--- config.mk ---
export PLATFORM = sky130hd
export DESIGN_NAME = zp_link_regs
export DESIGN_NICKNAME = d
export VERILOG_FILES = /design/src/hdl/zp_link_pkg.sv /design/src/hdl/float_order_mux.sv /design/src/hdl/zp_link_regs.sv
export SDC_FILE = /design/constraint.sdc
export NUM_CORES = 1
export LEC_CHECK = 0
export BUFFER_PORTS_ARGS = -buffer_cell sky130_fd_sc_hd__buf_2
export CAP_MARGIN = 20
export CELL_PAD_IN_SITES_DETAIL_PLACEMENT = 0
export CELL_PAD_IN_SITES_GLOBAL_PLACEMENT = 2
export CORE_ASPECT_RATIO = 0.6
export CORE_MARGIN = 3
export CORE_UTILIZATION = 35
export DETAILED_ROUTE_END_ITERATION = 16
export PLACE_DENSITY = 0.89
export SETUP_SLACK_MARGIN = 0.5
export SLEW_MARGIN = 20
export SYNTH_ARGS = -nofsm -noshare
export SYNTH_HDL_FRONTEND = slang
export SYNTH_SLANG_ARGS = --single-unit
--- constraint.sdc ---
create_clock -name clk -period 39.8 [get_ports clk]
set_input_delay 3.98 -clock clk [delete_from_list [all_inputs] [get_ports clk]]
set_output_delay 3.98 -clock clk [all_outputs]
set_load 0.05 [all_outputs]
--- src/hdl/zp_link_pkg.sv ---
// package: register map, field codes and timing for the zero-point and serial-link register bank
package zp_link_pkg;
  // register word addresses (holding register numbers)
  localparam logic [15:0] ADDR_FLOAT_ORDER = 16'h020F;
  localparam logic [15:0] ADDR_NODE = 16'h0210;
  localparam logic [15:0] ADDR_RATE = 16'h0211;
  localparam logic [15:0] ADDR_PARITY = 16'h0212;
  localparam logic [15:0] ADDR_RESTART = 16'h0258;
  localparam logic [15:0] ADDR_METHOD = 16'h0854;
  localparam logic [15:0] ADDR_MAN_OFS = 16'h0855;
  localparam logic [15:0] ADDR_DURATION = 16'h0857;
  localparam logic [15:0] ADDR_SIGMA = 16'h0858;
  localparam logic [15:0] ADDR_SIGMA_LIM = 16'h085A;
  localparam logic [15:0] ADDR_OFS_LIM = 16'h085C;
  localparam logic [15:0] ADDR_FACT_OFS = 16'h085E;
  localparam logic [15:0] ADDR_PROGRESS = 16'h0860;
  localparam logic [15:0] ADDR_ERR = 16'h0861;
  localparam logic [15:0] ADDR_START = 16'h0884;
  // reset values
  localparam logic [1:0] RST_FLOAT_ORDER = 2'h3;
  localparam logic [7:0] RST_NODE = 8'h01;
  localparam logic [2:0] RST_RATE = 3'h1;
  localparam logic [1:0] RST_PARITY = 2'h0;
  localparam logic [9:0] RST_DURATION = 10'h01E;
  localparam logic [31:0] RST_SIGMA_LIM = 32'h0000_0000;
  localparam logic [31:0] RST_OFS_LIM = 32'h0000_0000;
  localparam logic [31:0] RST_FACT_OFS = 32'h0000_0000;
  // legal ranges
  localparam logic [15:0] DURATION_MIN = 16'h0001;
  localparam logic [15:0] DURATION_MAX = 16'h03E7;
  localparam logic [15:0] NODE_MIN = 16'h0001;
  localparam logic [15:0] NODE_MAX = 16'h00F7;
  localparam logic [15:0] RATE_MAX = 16'h0005;
  localparam logic [15:0] PARITY_MAX = 16'h0002;
  localparam logic [15:0] ORDER_MAX = 16'h0003;
  localparam logic [15:0] METHOD_MAX = 16'h0001;
  // command and status codes
  localparam logic [15:0] START_CODE = 16'h0002;
  localparam logic [15:0] RUNNING_CODE = 16'h0001;
  localparam logic [15:0] RESTART_CODE = 16'h0001;
  localparam logic [6:0] PROGRESS_FULL = 7'h64;
  localparam int ERR_SIGMA_BIT = 1;
  localparam int ERR_OFS_BIT = 2;
  localparam int ERR_QUALITY_BIT = 4;
  // timing
  localparam int CLK_HZ = 20_000_000;
  localparam int SECOND_CYCLES = CLK_HZ;
  localparam int BAUD_9600 = 9600;
  localparam int BAUD_19200 = 19200;
  localparam int BAUD_38400 = 38400;
  localparam int BAUD_57600 = 57600;
  localparam int BAUD_76800 = 76800;
  localparam int BAUD_115200 = 115200;
  localparam int DATA_BITS = 8;

  typedef enum logic [1:0] {
    ZP_IDLE = 2'b00,
    ZP_RUN = 2'b01,
    ZP_EVAL = 2'b11
  } zp_state_e;

  // register access request from the frame handler
  typedef struct packed {
    logic wr;
    logic rd;
    logic [15:0] addr;
    logic [15:0] wdata;
  } reg_req_s;

  // serial line settings applied to the frame handler
  typedef struct packed {
    logic [7:0] node;
    logic [15:0] bit_div;
    logic parity_en;
    logic parity_odd;
    logic two_stop;
    logic [1:0] float_order;
  } link_cfg_s;

  // one measurement sample from the flow path
  typedef struct packed {
    logic valid;
    logic [31:0] sigma;
    logic [31:0] offset;
    logic quality_poor;
  } zp_meas_s;
endpackage

--- src/hdl/float_order_mux.sv ---
// float_order_mux: places a big-endian float into line send order
`timescale 1ns/100ps
module float_order_mux (
  // selection
  input wire logic [1:0] order,
  // value and line-ordered bytes, first byte sent in bits 31:24
  input wire logic [31:0] value,
  output logic [31:0] line_bytes
);
  logic [7:0] b3, b2, b1, b0;
  assign b3 = value[31:24];
  assign b2 = value[23:16];
  assign b1 = value[15:8];
  assign b0 = value[7:0];
  always_comb begin
    unique case (order)
      2'h0: line_bytes = {b1, b0, b3, b2};
      2'h1: line_bytes = {b0, b1, b2, b3};
      2'h2: line_bytes = {b2, b3, b0, b1};
      2'h3: line_bytes = {b3, b2, b1, b0};
    endcase
  end
endmodule

--- src/hdl/zp_link_regs.sv ---
// zp_link_regs: zero-point adjustment and serial-link holding registers
//
// Overview of operation
// - method 0 is automatic and 1 is manual, and manual mode applies the written manual offset.
// - an adjustment lasts the duration register in seconds, reset 30, writes 1 to 999 accepted.
// - during an automatic adjustment the measured standard deviation is shown read-only.
// - the automatic adjustment aborts when the deviation exceeds the deviation limit.
// - a new offset above the offset limit is not stored.
// - the factory default offset is shown read-only and resets to zero.
// - progress reads 0 to 100 percent while an adjustment runs.
// - error bits 1, 2 and 4 flag sigma, offset and quality faults, all zero meaning success.
// - writing 2 to start launches an automatic adjustment, reading 1 while running, 0 idle.
// - floats go out in order 1-0-3-2, 0-1-2-3, 2-3-0-1 or 3-2-1-0 for codes 0 to 3, reset 3.
// - byte 3 is the float's MSB, byte 0 its LSB, and the first listed byte is sent first.
// - baud codes 0 to 5 select 9600, 19200, 38400, 57600, 76800, 115200, reset 19200.
// - every character carries eight data bits.
// - parity code 0 is even with 1 stop, 1 odd with 1 stop, 2 none with 2 stops, reset 0.
`timescale 1ns/100ps
module zp_link_regs
  import zp_link_pkg::*;
(
  // clock and reset
  input wire logic clk,
  input wire logic rst,
  // register access from the frame handler
  input wire zp_link_pkg::reg_req_s req,
  output logic [15:0] rdata,
  output logic rvalid,
  // address match for an incoming frame
  input wire logic [7:0] frame_addr,
  output logic frame_for_us,
  // measurement samples during an adjustment and the factory offset
  input wire zp_link_pkg::zp_meas_s meas,
  input wire logic [31:0] fact_offset,
  // link settings and restart
  output zp_link_pkg::link_cfg_s link_cfg,
  output logic link_restart,
  // float serialisation
  input wire logic [31:0] float_in,
  output logic [31:0] float_line,
  // applied zero offset and adjustment busy
  output logic [31:0] zero_offset,
  output logic zp_busy
);
  import zp_link_pkg::*;

  typedef struct packed {
    logic [1:0] order;
    logic [7:0] node;
    logic [2:0] rate;
    logic [1:0] parity;
    logic method;
    logic [31:0] man_ofs;
    logic [9:0] duration;
    logic [31:0] sigma;
    logic [31:0] sigma_lim;
    logic [31:0] ofs_lim;
    logic [31:0] fact_ofs;
    logic [31:0] auto_ofs;
    logic [6:0] progress;
    logic [4:0] err;
    zp_state_e state;
    logic [24:0] sec_cnt;
    logic [9:0] secs;
    logic quality_poor;
    logic [31:0] cand_ofs;
    logic cand_valid;
    logic [15:0] rdata;
    logic rvalid;
    logic restart;
    link_cfg_s cfg;
  } state_s;

  state_s cur, nxt;

  localparam logic [24:0] SEC_LAST = 25'(SECOND_CYCLES - 1);

  function automatic logic [15:0] rate_div(input logic [2:0] code);
    int hz;
    unique case (code)
      3'h0: hz = BAUD_9600;
      3'h1: hz = BAUD_19200;
      3'h2: hz = BAUD_38400;
      3'h3: hz = BAUD_57600;
      3'h4: hz = BAUD_76800;
      default: hz = BAUD_115200;
    endcase
    return 16'(CLK_HZ / hz);
  endfunction

  function automatic logic [6:0] pct(input logic [9:0] done, input logic [9:0] total);
    logic [16:0] p;
    p = 17'(done) * 17'(PROGRESS_FULL) / 17'(total);
    return (p > 17'(PROGRESS_FULL)) ? PROGRESS_FULL : p[6:0];
  endfunction

  // ordered compare of two single-precision floats, minus zero equal to plus zero;
  // a plain unsigned compare would rank every negative value above any positive one
  function automatic logic float_gt(input logic [31:0] a, input logic [31:0] b);
    logic gt;
    if (a[30:0] == 31'h00000000 && b[30:0] == 31'h00000000) gt = 1'b0;
    else if (a[31] != b[31]) gt = b[31];
    else if (!a[31]) gt = (a[30:0] > b[30:0]);
    else gt = (a[30:0] < b[30:0]);
    return gt;
  endfunction

  always_comb begin
    logic [15:0] rd;
    logic start_req;
    nxt = cur;
    rd = 16'h0000;
    nxt.rvalid = req.rd;
    nxt.restart = 1'b0;
    nxt.fact_ofs = fact_offset;
    start_req = 1'b0;
    if (req.wr) begin
      unique case (req.addr)
        ADDR_FLOAT_ORDER: if (req.wdata <= ORDER_MAX) nxt.order = req.wdata[1:0];
        ADDR_NODE:
          if (req.wdata >= NODE_MIN && req.wdata <= NODE_MAX) nxt.node = req.wdata[7:0];
        ADDR_RATE: if (req.wdata <= RATE_MAX) nxt.rate = req.wdata[2:0];
        ADDR_PARITY: if (req.wdata <= PARITY_MAX) nxt.parity = req.wdata[1:0];
        ADDR_RESTART: nxt.restart = (req.wdata == RESTART_CODE);
        ADDR_METHOD: if (req.wdata <= METHOD_MAX) nxt.method = req.wdata[0];
        ADDR_MAN_OFS: nxt.man_ofs[31:16] = req.wdata;
        ADDR_MAN_OFS + 16'h0001: nxt.man_ofs[15:0] = req.wdata;
        ADDR_DURATION:
          if (req.wdata >= DURATION_MIN && req.wdata <= DURATION_MAX) begin
            nxt.duration = req.wdata[9:0];
          end
        ADDR_SIGMA_LIM: nxt.sigma_lim[31:16] = req.wdata;
        ADDR_SIGMA_LIM + 16'h0001: nxt.sigma_lim[15:0] = req.wdata;
        ADDR_OFS_LIM: nxt.ofs_lim[31:16] = req.wdata;
        ADDR_OFS_LIM + 16'h0001: nxt.ofs_lim[15:0] = req.wdata;
        ADDR_START: start_req = (req.wdata == START_CODE);
        default: ;
      endcase
    end
    // restart applies all settings at once
    if (cur.restart) begin
      nxt.cfg.node = cur.node;
      nxt.cfg.bit_div = rate_div(cur.rate);
      nxt.cfg.parity_en = (cur.parity != 2'h2);
      nxt.cfg.parity_odd = (cur.parity == 2'h1);
      nxt.cfg.two_stop = (cur.parity == 2'h2);
      nxt.cfg.float_order = cur.order;
    end
    unique case (cur.state)
      ZP_IDLE: begin
        if (start_req) begin
          nxt.state = ZP_RUN;
          nxt.sec_cnt = '0;
          nxt.secs = '0;
          nxt.progress = '0;
          nxt.err = '0;
          nxt.sigma = '0;
          nxt.quality_poor = 1'b0;
          nxt.cand_valid = 1'b0;
        end
      end
      ZP_RUN: begin
        if (meas.valid) begin
          nxt.sigma = meas.sigma;
          nxt.cand_ofs = meas.offset;
          nxt.cand_valid = 1'b1;
          nxt.quality_poor = cur.quality_poor | meas.quality_poor;
          if (float_gt(meas.sigma, cur.sigma_lim)) begin
            nxt.err[ERR_SIGMA_BIT] = 1'b1;
            nxt.state = ZP_IDLE;
          end
        end
        if (nxt.state == ZP_RUN) begin
          if (cur.sec_cnt == SEC_LAST) begin
            nxt.sec_cnt = '0;
            nxt.secs = cur.secs + 10'h001;
            nxt.progress = pct(cur.secs + 10'h001, cur.duration);
            if (cur.secs + 10'h001 >= cur.duration) nxt.state = ZP_EVAL;
          end else begin
            nxt.sec_cnt = cur.sec_cnt + 25'h0000001;
          end
        end
      end
      ZP_EVAL: begin
        nxt.state = ZP_IDLE;
        nxt.progress = PROGRESS_FULL;
        nxt.err[ERR_QUALITY_BIT] = cur.quality_poor | ~cur.cand_valid;
        if (cur.cand_valid && float_gt(cur.cand_ofs, cur.ofs_lim)) begin
          nxt.err[ERR_OFS_BIT] = 1'b1;
        end else if (cur.cand_valid && !cur.quality_poor) begin
          nxt.auto_ofs = cur.cand_ofs;
        end
      end
      default: nxt.state = ZP_IDLE;
    endcase
    if (req.rd) begin
      unique case (req.addr)
        ADDR_FLOAT_ORDER: rd = {14'h0000, cur.order};
        ADDR_NODE: rd = {8'h00, cur.node};
        ADDR_RATE: rd = {13'h0000, cur.rate};
        ADDR_PARITY: rd = {14'h0000, cur.parity};
        ADDR_METHOD: rd = {15'h0000, cur.method};
        ADDR_MAN_OFS: rd = cur.man_ofs[31:16];
        ADDR_MAN_OFS + 16'h0001: rd = cur.man_ofs[15:0];
        ADDR_DURATION: rd = {6'h00, cur.duration};
        ADDR_SIGMA: rd = cur.sigma[31:16];
        ADDR_SIGMA + 16'h0001: rd = cur.sigma[15:0];
        ADDR_SIGMA_LIM: rd = cur.sigma_lim[31:16];
        ADDR_SIGMA_LIM + 16'h0001: rd = cur.sigma_lim[15:0];
        ADDR_OFS_LIM: rd = cur.ofs_lim[31:16];
        ADDR_OFS_LIM + 16'h0001: rd = cur.ofs_lim[15:0];
        ADDR_FACT_OFS: rd = cur.fact_ofs[31:16];
        ADDR_FACT_OFS + 16'h0001: rd = cur.fact_ofs[15:0];
        ADDR_PROGRESS: rd = {9'h000, cur.progress};
        ADDR_ERR: rd = {11'h000, cur.err};
        ADDR_START: rd = (cur.state != ZP_IDLE) ? RUNNING_CODE : 16'h0000;
        default: rd = 16'h0000; // restart reads zero too
      endcase
    end
    nxt.rdata = rd;
  end

  always_ff @(posedge clk or posedge rst) begin
    if (rst) begin
      cur <= '0;
      cur.order <= RST_FLOAT_ORDER;
      cur.node <= RST_NODE;
      cur.rate <= RST_RATE;
      cur.parity <= RST_PARITY;
      cur.duration <= RST_DURATION;
      cur.sigma_lim <= RST_SIGMA_LIM;
      cur.ofs_lim <= RST_OFS_LIM;
      cur.fact_ofs <= RST_FACT_OFS;
      cur.state <= ZP_IDLE;
      cur.cfg.node <= RST_NODE;
      cur.cfg.bit_div <= 16'(CLK_HZ / BAUD_19200);
      cur.cfg.parity_en <= 1'b1;
      cur.cfg.parity_odd <= 1'b0;
      cur.cfg.two_stop <= 1'b0;
      cur.cfg.float_order <= RST_FLOAT_ORDER;
    end else begin
      cur <= nxt;
    end
  end

  float_order_mux u_order (
    .order(cur.cfg.float_order),
    .value(float_in),
    .line_bytes(float_line)
  );

  assign rdata = cur.rdata;
  assign rvalid = cur.rvalid;
  assign link_cfg = cur.cfg; // eight data bits per character always
  assign link_restart = cur.restart;
  assign frame_for_us = (frame_addr == cur.cfg.node);
  assign zero_offset = cur.method ? cur.man_ofs : cur.auto_ofs;
  assign zp_busy = (cur.state != ZP_IDLE);
endmodule

# Yosys cells after proc, flatten, opt, wreduce, memory -nomap -nowiden
# Cells that the tools add are included.
# Widths: inputs -> output; s select.
[totals] word_cells=187 regBits=346
[classes] n_bitwise=4 eq_ne=45 multipliers=1 magnitude_cmp=13 reduce_logical=39 n_addsub=2 mux=47 div_mod_pow=2
[op_table] cell="$pmux 16 s19" count=1
[op_table] cell="$eq 16x12->1 const B" count=15
[op_table] cell="$mux 32" count=4
[op_table] cell="$pmux 32 s4" count=1
[op_table] cell="$logic_not 31->1" count=4
[op_table] cell="$pmux 17 s5" count=1
[op_table] cell="$eq 16x10->1 const B" count=5
[op_table] cell="$pmux 36 s2" count=1
[op_table] cell="$pmux 32 s2" count=1
[op_table] cell="$gt 31x31->1" count=2
[op_table] cell="$lt 31x31->1" count=2
[op_table] cell="$mux 50" count=1
[op_table] cell="$mux 37" count=1
[op_table] cell="$mux 34" count=1
[op_table] cell="$div 26x32->32 const A" count=1
[op_table] cell="$le 16x2->1 const B" count=2
[op_table] cell="$reduce_and 3->1" count=10
[op_table] cell="$add 25x1->25 const B" count=1
[op_table] cell="$eq 25x25->1 const B" count=1
[op_table] cell="$mux 25" count=1
[op_table] cell="$mux 7" count=3
[op_table] cell="$pmux 7 s3" count=1
[op_table] cell="$mux 1" count=18
[op_table] cell="$div 17x10->17" count=1
[op_table] cell="34 further kinds" count=74

# Longest topological paths before layout
# Gate-level depths: netlist of run 1.
[depth] word_depth=13 mapped_depth=232 ltp_nobuf=221

# By module
# From an unflattened synthesis of run 1, not the netlist that was laid out.
[unflattened] cells_unflattened=4442 hier_area_um2=37893.8
[by_module_without_submodules] mod="zp_link_regs" cells_per_inst=4402 instances=1 area_each_um2=37069.3
[by_module_without_submodules] mod="float_order_mux" cells_per_inst=40 instances=1 area_each_um2=824.5

# Worst setup path before layout of run 1
# OpenSTA, ideal clock, no wires.
[synth_timing] kind="flip-flop to flip-flop" from="reg cur[81] (netlist bit)" to="reg cur[123] (netlist bit)" setup_ps=121 path_stages_with_launch=224 arrival_time_ps=40121 n_path_buf=12 slack_ps=-442 cell_sequence="dfrtp_1 -> clkbuf_1 -> nand3_1 -> xnor2_1 -> ha_1 -> ha_1 -> inv_1 -> fa_1 -> inv_1 -> ha_1 -> nor2b_1 -> o21ai_0 -> a21boi_0 -> o21a_1 -> o21a_1 -> o21ai_0 -> nand2b_1 -> a21o_1 -> [... 188 more ...] -> and2_1 -> nand4b_1 -> and2_1 -> ha_1 -> o21a_1 -> o21ai_0 -> nand2b_1 -> a21oi_1 -> nor2b_1 -> o21ai_0 -> nand2b_1 -> a21oi_1 -> nor2b_1 -> o21ai_0 -> nand2b_1 -> a2111oi_0 -> o2111ai_1 -> a22o_1"
[synth_between] elab_chain_len=8
[synth_lines] item="start, declared" line="zp_link_regs.sv:74" source="state_s cur, nxt;"
[synth_lines] item="start signal, assigned" line="zp_link_regs.sv:242" source="cur <= nxt;"
[synth_lines] item="$add 10x1->10 (*)" line="zp_link_regs.sv:177" source="nxt.progress = pct(cur.secs + 10'h001, cur.duration);"
[synth_lines] item="$mul 10x5->15 (*)" line="zp_link_regs.sv:93" source="p = 17'(done) * 17'(PROGRESS_FULL) / 17'(total);"
[synth_lines] item="$div 17x10->17 (*)" line="zp_link_regs.sv:93"
[synth_lines] item="$gt 17x7->1" line="zp_link_regs.sv:94" source="return (p > 17'(PROGRESS_FULL)) ? PROGRESS_FULL : p[6:0];"
[synth_lines] item="$mux 7 (*)" line="zp_link_regs.sv:94"
[synth_lines] item="$mux 7 (*)" line="zp_link_regs.sv:174" source="if (cur.sec_cnt == SEC_LAST) begin"
[synth_lines] item="$mux 7 (*)" line="zp_link_regs.sv:173" source="if (nxt.state == ZP_RUN) begin"
[synth_lines] item="$pmux 7 s3 (*)" line="zp_link_regs.sv:149" source="unique case (cur.state)"
# Mark *: on every way between the ends. The rest lies on a longest branch, timed or not. The select of a mux whose other input is x is not followed.
# A chain may end at the register's enable or synchronous reset.

# Worst setup path in the final report of run 1
# Same ends and word-level chain as after synthesis.

==> run summary, run 1 <==
Outcome -> finished clean
Number of global-route vias before repair -> 34,800
CP max FO -> 8
Asr flop ratio synth -> 100%
Die ar. -> 113,000 µm²
Fmax -> 26.4 MHz
Worst-Margin Slew -> 1.15 ns
Routed length per instance -> 23.5 µm
FP Rows -> 93
Largest net degree at the start of global routing -> 172
Critical path buffers and inverters -> 21
Cells after Synth -> 4,456
Max incr delay on CP -> 0.48 ns
Slew Viols, Final -> 0
Count of final hold-check violations -> 0
Crit Path Category -> reg2reg
Yosys cell types -> 133
Initial antenna violation count -> 20
CTS sink cnt -> 346
Cell with the most instances after synthesis -> ha_1
Fill cells -> 10,600
# DRC -> 0
Period utilization -> 95.1%
Root buf cell -> clkbuf_16
Max-slew headroom -> 23.1%
H-tree lvl count -> 2
Worst setup EP type -> flip-flop
Worst Setup Start Kind -> flip-flop
Post-layout min period -> 37.86 ns
Worst flop-to-flop path endpoint -> cur[123]$_DFFE_PP0P_
Most frequent cells after synthesis -> 385 x ha_1, 331 x dfrtp_1, 331 x nor2_1
Number of routed nets with antenna violations -> 0
Grt met2 use -> 33.8%
Starting Density -> 35.4%
Cell repeated most along the worst path -> o21a_1
Post-Syn Area per Cell -> 8.57 µm²
Post-synth EDFFs -> 0
Via count -> 38,100
Hold path startpoint -> link_cfg[15]$_DFFE_PP1P_
Core footprint -> 108,000 µm²
Slowest-stage cell, CP -> dfrtp_2
TritonRoute pass-1 iters -> 6
Die width -> 432 µm
TritonCTS buffer count -> 40
Gr usage total -> 25.3%
# port buffers -> 286
Post-synth top flop -> dfrtp_1
Area of the multi-input gates -> 28,800 µm²
CTS tree -> built
Final setup vio count -> 0
Hold path cells -> 2
YS warnings -> 0
Global-route wire length before repair -> 223 mm
M1 GR Usage -> 40.7%
Dpl hpwl -> 117 mm
Final core utilization -> 42.2%
Hold endpoint -> link_cfg[15]$_DFFE_PP1P_
CTS max path bufs -> 3
R2r worst-path depth -> 219
Clock slew seen by the registers of the worst setup and hold paths -> 0.06 ns
Routed WL -> 150 mm
Global routing met3 resource utilization -> 4.63%
GR Overflow Total -> 0
Sequential Area -> 8690 µm²
Clk_skew -> 0.0286 ns
Routed vias/inst -> 5.96
Post-synthesis sequential area ratio -> 22.7%
Worst reg-to-reg setup slack -> 1.94 ns
Clock Latency Late Sink -> 0.61 ns
Synth top area share -> 21.7%
CP arrival -> 38.33 ns
Worst hold path type -> reg2reg
Top post-synthesis cells by area -> dfrtp_1 22%, ha_1 13%, mux2_2 7.7%
Mapped cell area -> 38,200 µm²
CP required -> 40.27 ns
Yosys top cell by area -> dfrtp_1
Layout area overhead -> 19.1%
Share of cells above drive strength 1 -> 26.2%
Num ports -> 287
Final nets -> 5,497
DR iter-0 viols -> 4,308
Die Height -> 262 µm
Gp weighted congestion -> 0.950
GRT busiest layer -> met1
Delay-heaviest family, CP -> compound AO/OA/AOI/OAI gates
RSZ-0062 raised after global routing -> true
Hold Buf Count CTS -> 0
Max-Cap Viols -> 0
R2R Path Start -> cur[81]$_DFFE_PP0P_
Synth Register Bits -> 346
[repair_timing]
| item | CTS | global route |
|---|---|---|
| setup buffers | 4 | 95 |
| setup endpoints to repair | 1 | 4 |
| pin swaps | 8 | 173 |
| gates resized for setup | 25 | 211 |
[sequential cells by signal, summed over array words and instances, names as in the netlist]
register and flops:
cur 299, link_cfg 29, link_restart 1, rdata 16
rvalid 1
[worst reg2reg max path, delay by kind of cell, from the launching register on]
kind | cells | cell delay [ns]
compound gates | 117 | 21.28
xor+xnor | 3 | 0.45
fa+ha+maj | 21 | 5.71
buf+inv | 21 | 2.10
flops | 1 | 0.48
mux | 3 | 0.87
simple gates | 54 | 6.92
[placed cells by master, fill, tap and decap left out, types with 35 or more instances in the layout]
master | Yosys | final
a22o_1 | 67 | 67
o21a_1 | 132 | 131
nand2_1 | 315 | 310
nor2_1 | 331 | 309
nand4_1 | 80 | 80
mux2i_1 | 52 | 47
o31ai_1 | 48 | 43
xnor2_1 | 140 | 138
nor4_1 | 62 | 61
ha_1 | 385 | 359
inv_1 | 195 | 186
a211oi_1 | 38 | 37
o211ai_1 | 35 | 35
o21ai_0 | 246 | 213
buf_4 | 50 | 328
mux2_2 | 261 | 259
nand2b_1 | 69 | 69
clkbuf_16 | 0 | 40
or3_1 | 36 | 35
a21o_1 | 108 | 107
buf_2 | 13 | 286
xor2_1 | 78 | 74
nor2b_1 | 66 | 60
a21oi_1 | 302 | 272
dfrtp_1 | 331 | 325
nor3_1 | 122 | 116
a31oi_1 | 54 | 53
nand3_1 | 92 | 86
[metrics by stage]
stage	hold WS, ns	setup slack, ns	cells	instance area [µm²]	TNS (ns)
2_1_floorplan	0.451	0.597	4461	38200	0
3_3_place_gp	0.484	0.272	6213	42300	0
3_5_place_dp	0.482	-0.408	6213	42300	-0.408
4_1_cts	0.495	0.518	6284	43800	0
5_1_grt	0.518	-0.150	6388	45500	-0.150
6_report	0.495	1.94	6390	45500	0
[worst max-delay path by stage]
stage / depth (start not counted) / start / to
after global routing: 217 / cur[81]$_DFFE_PP0P_ / cur[123]$_DFFE_PP0P_
final: 219 / cur[81]$_DFFE_PP0P_ / cur[123]$_DFFE_PP0P_
after global placement: 212 / cur[81]$_DFFE_PP0P_ / cur[123]$_DFFE_PP0P_
after floorplan: 223 / cur[82]$_DFFE_PP0P_ / cur[123]$_DFFE_PP0P_
after detailed placement: 212 / cur[81]$_DFFE_PP0P_ / cur[123]$_DFFE_PP0P_
after CTS: 214 / cur[81]$_DFFE_PP0P_ / cur[123]$_DFFE_PP0P_
[cell families after synthesis]
| family | after synthesis | share of synthesized area (%) |
|---|---|---|
| compound gates | 1371 | 24.9 |
| other cells | 2 | 0.0197 |
| flops | 346 | 22.7 |
| simple gates | 1376 | 18.6 |
| mux | 348 | 11.0 |
| xor+xnor | 219 | 5.04 |
| buf+inv | 397 | 4.54 |
| fa+ha+maj | 397 | 13.2 |
[metal layers]
layer | routed length (µm) | vias to the layer above
li1 | - | 17800
met1 | 74500 | 18400
met2 | 58400 | 1716
met3 | 14400 | 164
met4 | 2980 | 2
met5 | 13 | -
[area by class of cell]
cell class	instances	share of cell area (%)
tap	1425	3.92
antenna	11	0.0605
inverter	197	1.65
multi-input combinational	3718	63.3
sequential	346	19.1
clock inverter	19	0.666
timing repair buffer	626	8.93
clock buffer	48	2.31
Power of run 1 is not shown: default switching activity piles up to over one toggle a cycle in this logic, so the estimate is an artifact.
==> run 2, diff against run 1 <==
--- a/config.mk
+++ b/config.mk
@@ -11,9 +11,9 @@
 export CELL_PAD_IN_SITES_GLOBAL_PLACEMENT = 2
 export CORE_ASPECT_RATIO = 0.6
 export CORE_MARGIN = 3
-export CORE_UTILIZATION = 35
+export CORE_UTILIZATION = 39
 export DETAILED_ROUTE_END_ITERATION = 16
-export PLACE_DENSITY = 0.89
+export PLACE_DENSITY_LB_ADDON = 0.1
 export SETUP_SLACK_MARGIN = 0.5
 export SLEW_MARGIN = 20
 export SYNTH_ARGS = -nofsm -noshare
==> constraint.sdc (replaced) <==
create_clock -name clk -period 37 [get_ports clk]
set_input_delay 3.7 -clock clk [delete_from_list [all_inputs] [get_ports clk]]
set_output_delay 3.7 -clock clk [all_outputs]
set_load 0.05 [all_outputs]
==> run 2 against run 1 <==
- sequential share of layout area fell by 1.6 points
- critical path type unchanged
- non-clock buffer count rose by 519
- global-route usage rose by 4.0 points
==> run summary, run 2 (same netlist as run 1, synthesis figures left out) <==
Crit Path Category -> reg2reg
Worst setup EP type -> flip-flop
Largest net degree at the start of global routing -> 154 (-10%)
GR Overflow Total -> 0 (unchanged)
RSZ-0062 raised after global routing -> true
Finished Layout Cells -> 6,793 (+6.3%)
Global-route wire length before repair -> 229 mm (+2.9%)
Outcome -> finished clean
Starting Density -> 39.5% (+4.1 points)
Worst hold path type -> reg2reg
TritonRoute pass-1 iters -> 7 (+1)
Max reg flops -> 299 (unchanged)
Worst-Margin Slew -> 1.24 ns (+0.0941 ns)
Worst Setup Start Kind -> flip-flop
DP Cell Count -> 6,611 (+6.4%)
R2r worst-path depth -> 216 (-1.4%)
Max-slew headroom -> 16.6% (-6.4 points)
Hold path cells -> 2 (unchanged)
GRT busiest layer -> met1
Number of global-route vias before repair -> 35,900 (+3.0%)
Count of final hold-check violations -> 0 (unchanged)
Commonest non-fill, non-tap cell in the layout -> buf_4
FP Rows -> 88 (-5.4%)
Fmax -> 27.3 MHz (+3.5%)
Slew Viols, Final -> 0 (unchanged)
DP Area -> 46,500 µm² (+9.8%)
CP arrival -> 37.05 ns (-1.28 ns)
Most frequent cells in the layout -> 839 x buf_4, 364 x ha_1, 326 x dfrtp_1, 309 x nand2_1, 307 x nor2_1
Worst flop-to-flop path endpoint -> cur[123]$_DFFE_PP0P_
Gr usage total -> 29.3% (+4.0 points)
Root buf cell -> clkbuf_16
CP max FO -> 5 (-3)
Global routing met3 resource utilization -> 6.80% (+2.2 points)
DR iter-0 viols -> 3,788 (-12%)
R2R Path Start -> cur[82]$_DFFE_PP0P_
Clock slew seen by the registers of the worst setup and hold paths -> 0.06 ns (about the same)
Period utilization -> 98.9% (+3.8 points)
Max incr delay on CP -> 0.54 ns (+0.06 ns)
Die Height -> 248 µm (-5.1%)
Num ports -> 287 (unchanged)
Gp weighted congestion -> 0.942 (-0.80%)
Cell repeated most along the worst path -> o21a_1
Routed length per instance -> 22.9 µm (-2.5%)
Clk_skew -> 0.0370 ns (+0.00837 ns)
Final core utilization -> 51.3% (+9.1 points)
Routed WL -> 156 mm (+3.6%)
Largest register by flop count -> cur
Via count -> 39,300 (+3.2%)
CTS max path bufs -> 3 (unchanged)
# DRC -> 0 (unchanged)
Slowest-stage cell, CP -> fa_1
Worst reg-to-reg setup slack -> 0.42 ns (-1.53 ns)
TritonCTS buffer count -> 39 (-2.5%)
Post-layout min period -> 36.58 ns (-1.27 ns)
# port buffers -> 286 (unchanged)
CTS sink cnt -> 346 (unchanged)
Hold_ws -> 0.490 ns (-0.00502 ns)
Grt met2 use -> 37.9% (+4.1 points)
Number of routed nets with antenna violations -> 0 (unchanged)
Dpl hpwl -> 123 mm (+5.2%)
Core footprint -> 96,600 µm² (-10%)
M1 GR Usage -> 47.6% (+6.9 points)
Clock Latency Late Sink -> 0.61 ns (about the same)
Hold endpoint -> link_cfg[15]$_DFFE_PP1P_
Die ar. -> 102,000 µm² (-10%)
CTS tree -> built
Fin area -> 49,500 µm² (+9.0%)
Layout area overhead -> 29.8%
Share of cells above drive strength 1 -> 33.9% (+7.7 points)
Final nets -> 6,016 (+9.4%)
CP required -> 37.47 ns (-2.80 ns)
Die width -> 410 µm (-5.2%)
Hold Buf Count CTS -> 0 (unchanged)
H-tree lvl count -> 2 (unchanged)
Final setup vio count -> 0 (unchanged)
Routed vias/inst -> 5.79 (-2.9%)
Max-Cap Viols -> 0 (unchanged)
Initial antenna violation count -> 12 (-40%)
Hold path startpoint -> link_cfg[15]$_DFFE_PP1P_
## run 2: cell count changes in the layout (fill, tap and decap cells not counted), moves of 4 or more
cell / delta
ha_1: +5
buf_4: +511
ha_4: -4
o21ai_0: -8
nor2_4: +5
clkinvlp_4: +5
buf_6: +4
a21oi_2: +11
o21ai_1: -5
a21oi_1: -13
o21ai_2: +12
nor2b_4: -4
a21boi_0: -4
## run 2: area by class of cell
cell class / instances / area, µm²
Clock buffer: 49 / 1050
Multi-Input combinational cell: 3719 / 29000
Inverter: 197 / 756
Antenna cell: 10 / 25.0
Timing Repair Buffer: 1145 / 8030
Clock inverter: 22 / 324
Fill cell: 9331 / 47000
Sequential cell: 346 / 8690
Tap cell: 1305 / 1630
## run 2: through the flow
step                setup TNS, ns  worst slack, ns
floorplan                       0            0.269
global placement           -0.700           -0.518
detailed placement          -1.15           -0.672
CTS                             0            0.456
global route                -2.27            -1.64
finish                          0            0.419
## run 2: routing by layer
metal,wire length (µm),up-vias
met5,0,-
met3,13400,130
met4,2230,0
li1,-,18800
met2,58500,1350
met1,81500,19000
## run 2: how the worst max path moves through the flow
| stage | from | end | cells after the start | slack (ns) |
|---|---|---|---|---|
| after floorplan | cur[82]$_DFFE_PP0P_ | cur[123]$_DFFE_PP0P_ | 222 | 0.27 |
| after global placement | cur[335]$_DFFE_PP1P_ | link_cfg[5]$_DFFE_PP1P_ | 185 | -0.52 |
| after detailed placement | cur[81]$_DFFE_PP0P_ | cur[123]$_DFFE_PP0P_ | 213 | -0.67 |
| after CTS | cur[81]$_DFFE_PP0P_ | cur[123]$_DFFE_PP0P_ | 216 | 0.46 |
| after global routing | cur[81]$_DFFE_PP0P_ | cur[123]$_DFFE_PP0P_ | 218 | -1.64 |
| final | cur[82]$_DFFE_PP0P_ | cur[123]$_DFFE_PP0P_ | 216 | 0.42 |
## run 2: worst max-delay path: cells and delay by family (launching register included)
kind / cells / cell delay, ns
compound gates: 116 / 20.50
xor+xnor: 3 / 0.45
fa+ha+maj: 22 / 5.83
buf+inv: 20 / 1.78
flops: 1 / 0.43
mux: 3 / 0.90
simple gates: 52 / 6.49
## run 2: repair_timing
action,in CTS,in global routing
pin swaps,44,104
setup buffers,33,65
cloned,1,2
gates resized for setup,49,146
endpoints found under the setup margin,3,5
Power of run 2 is left out for the same reason.
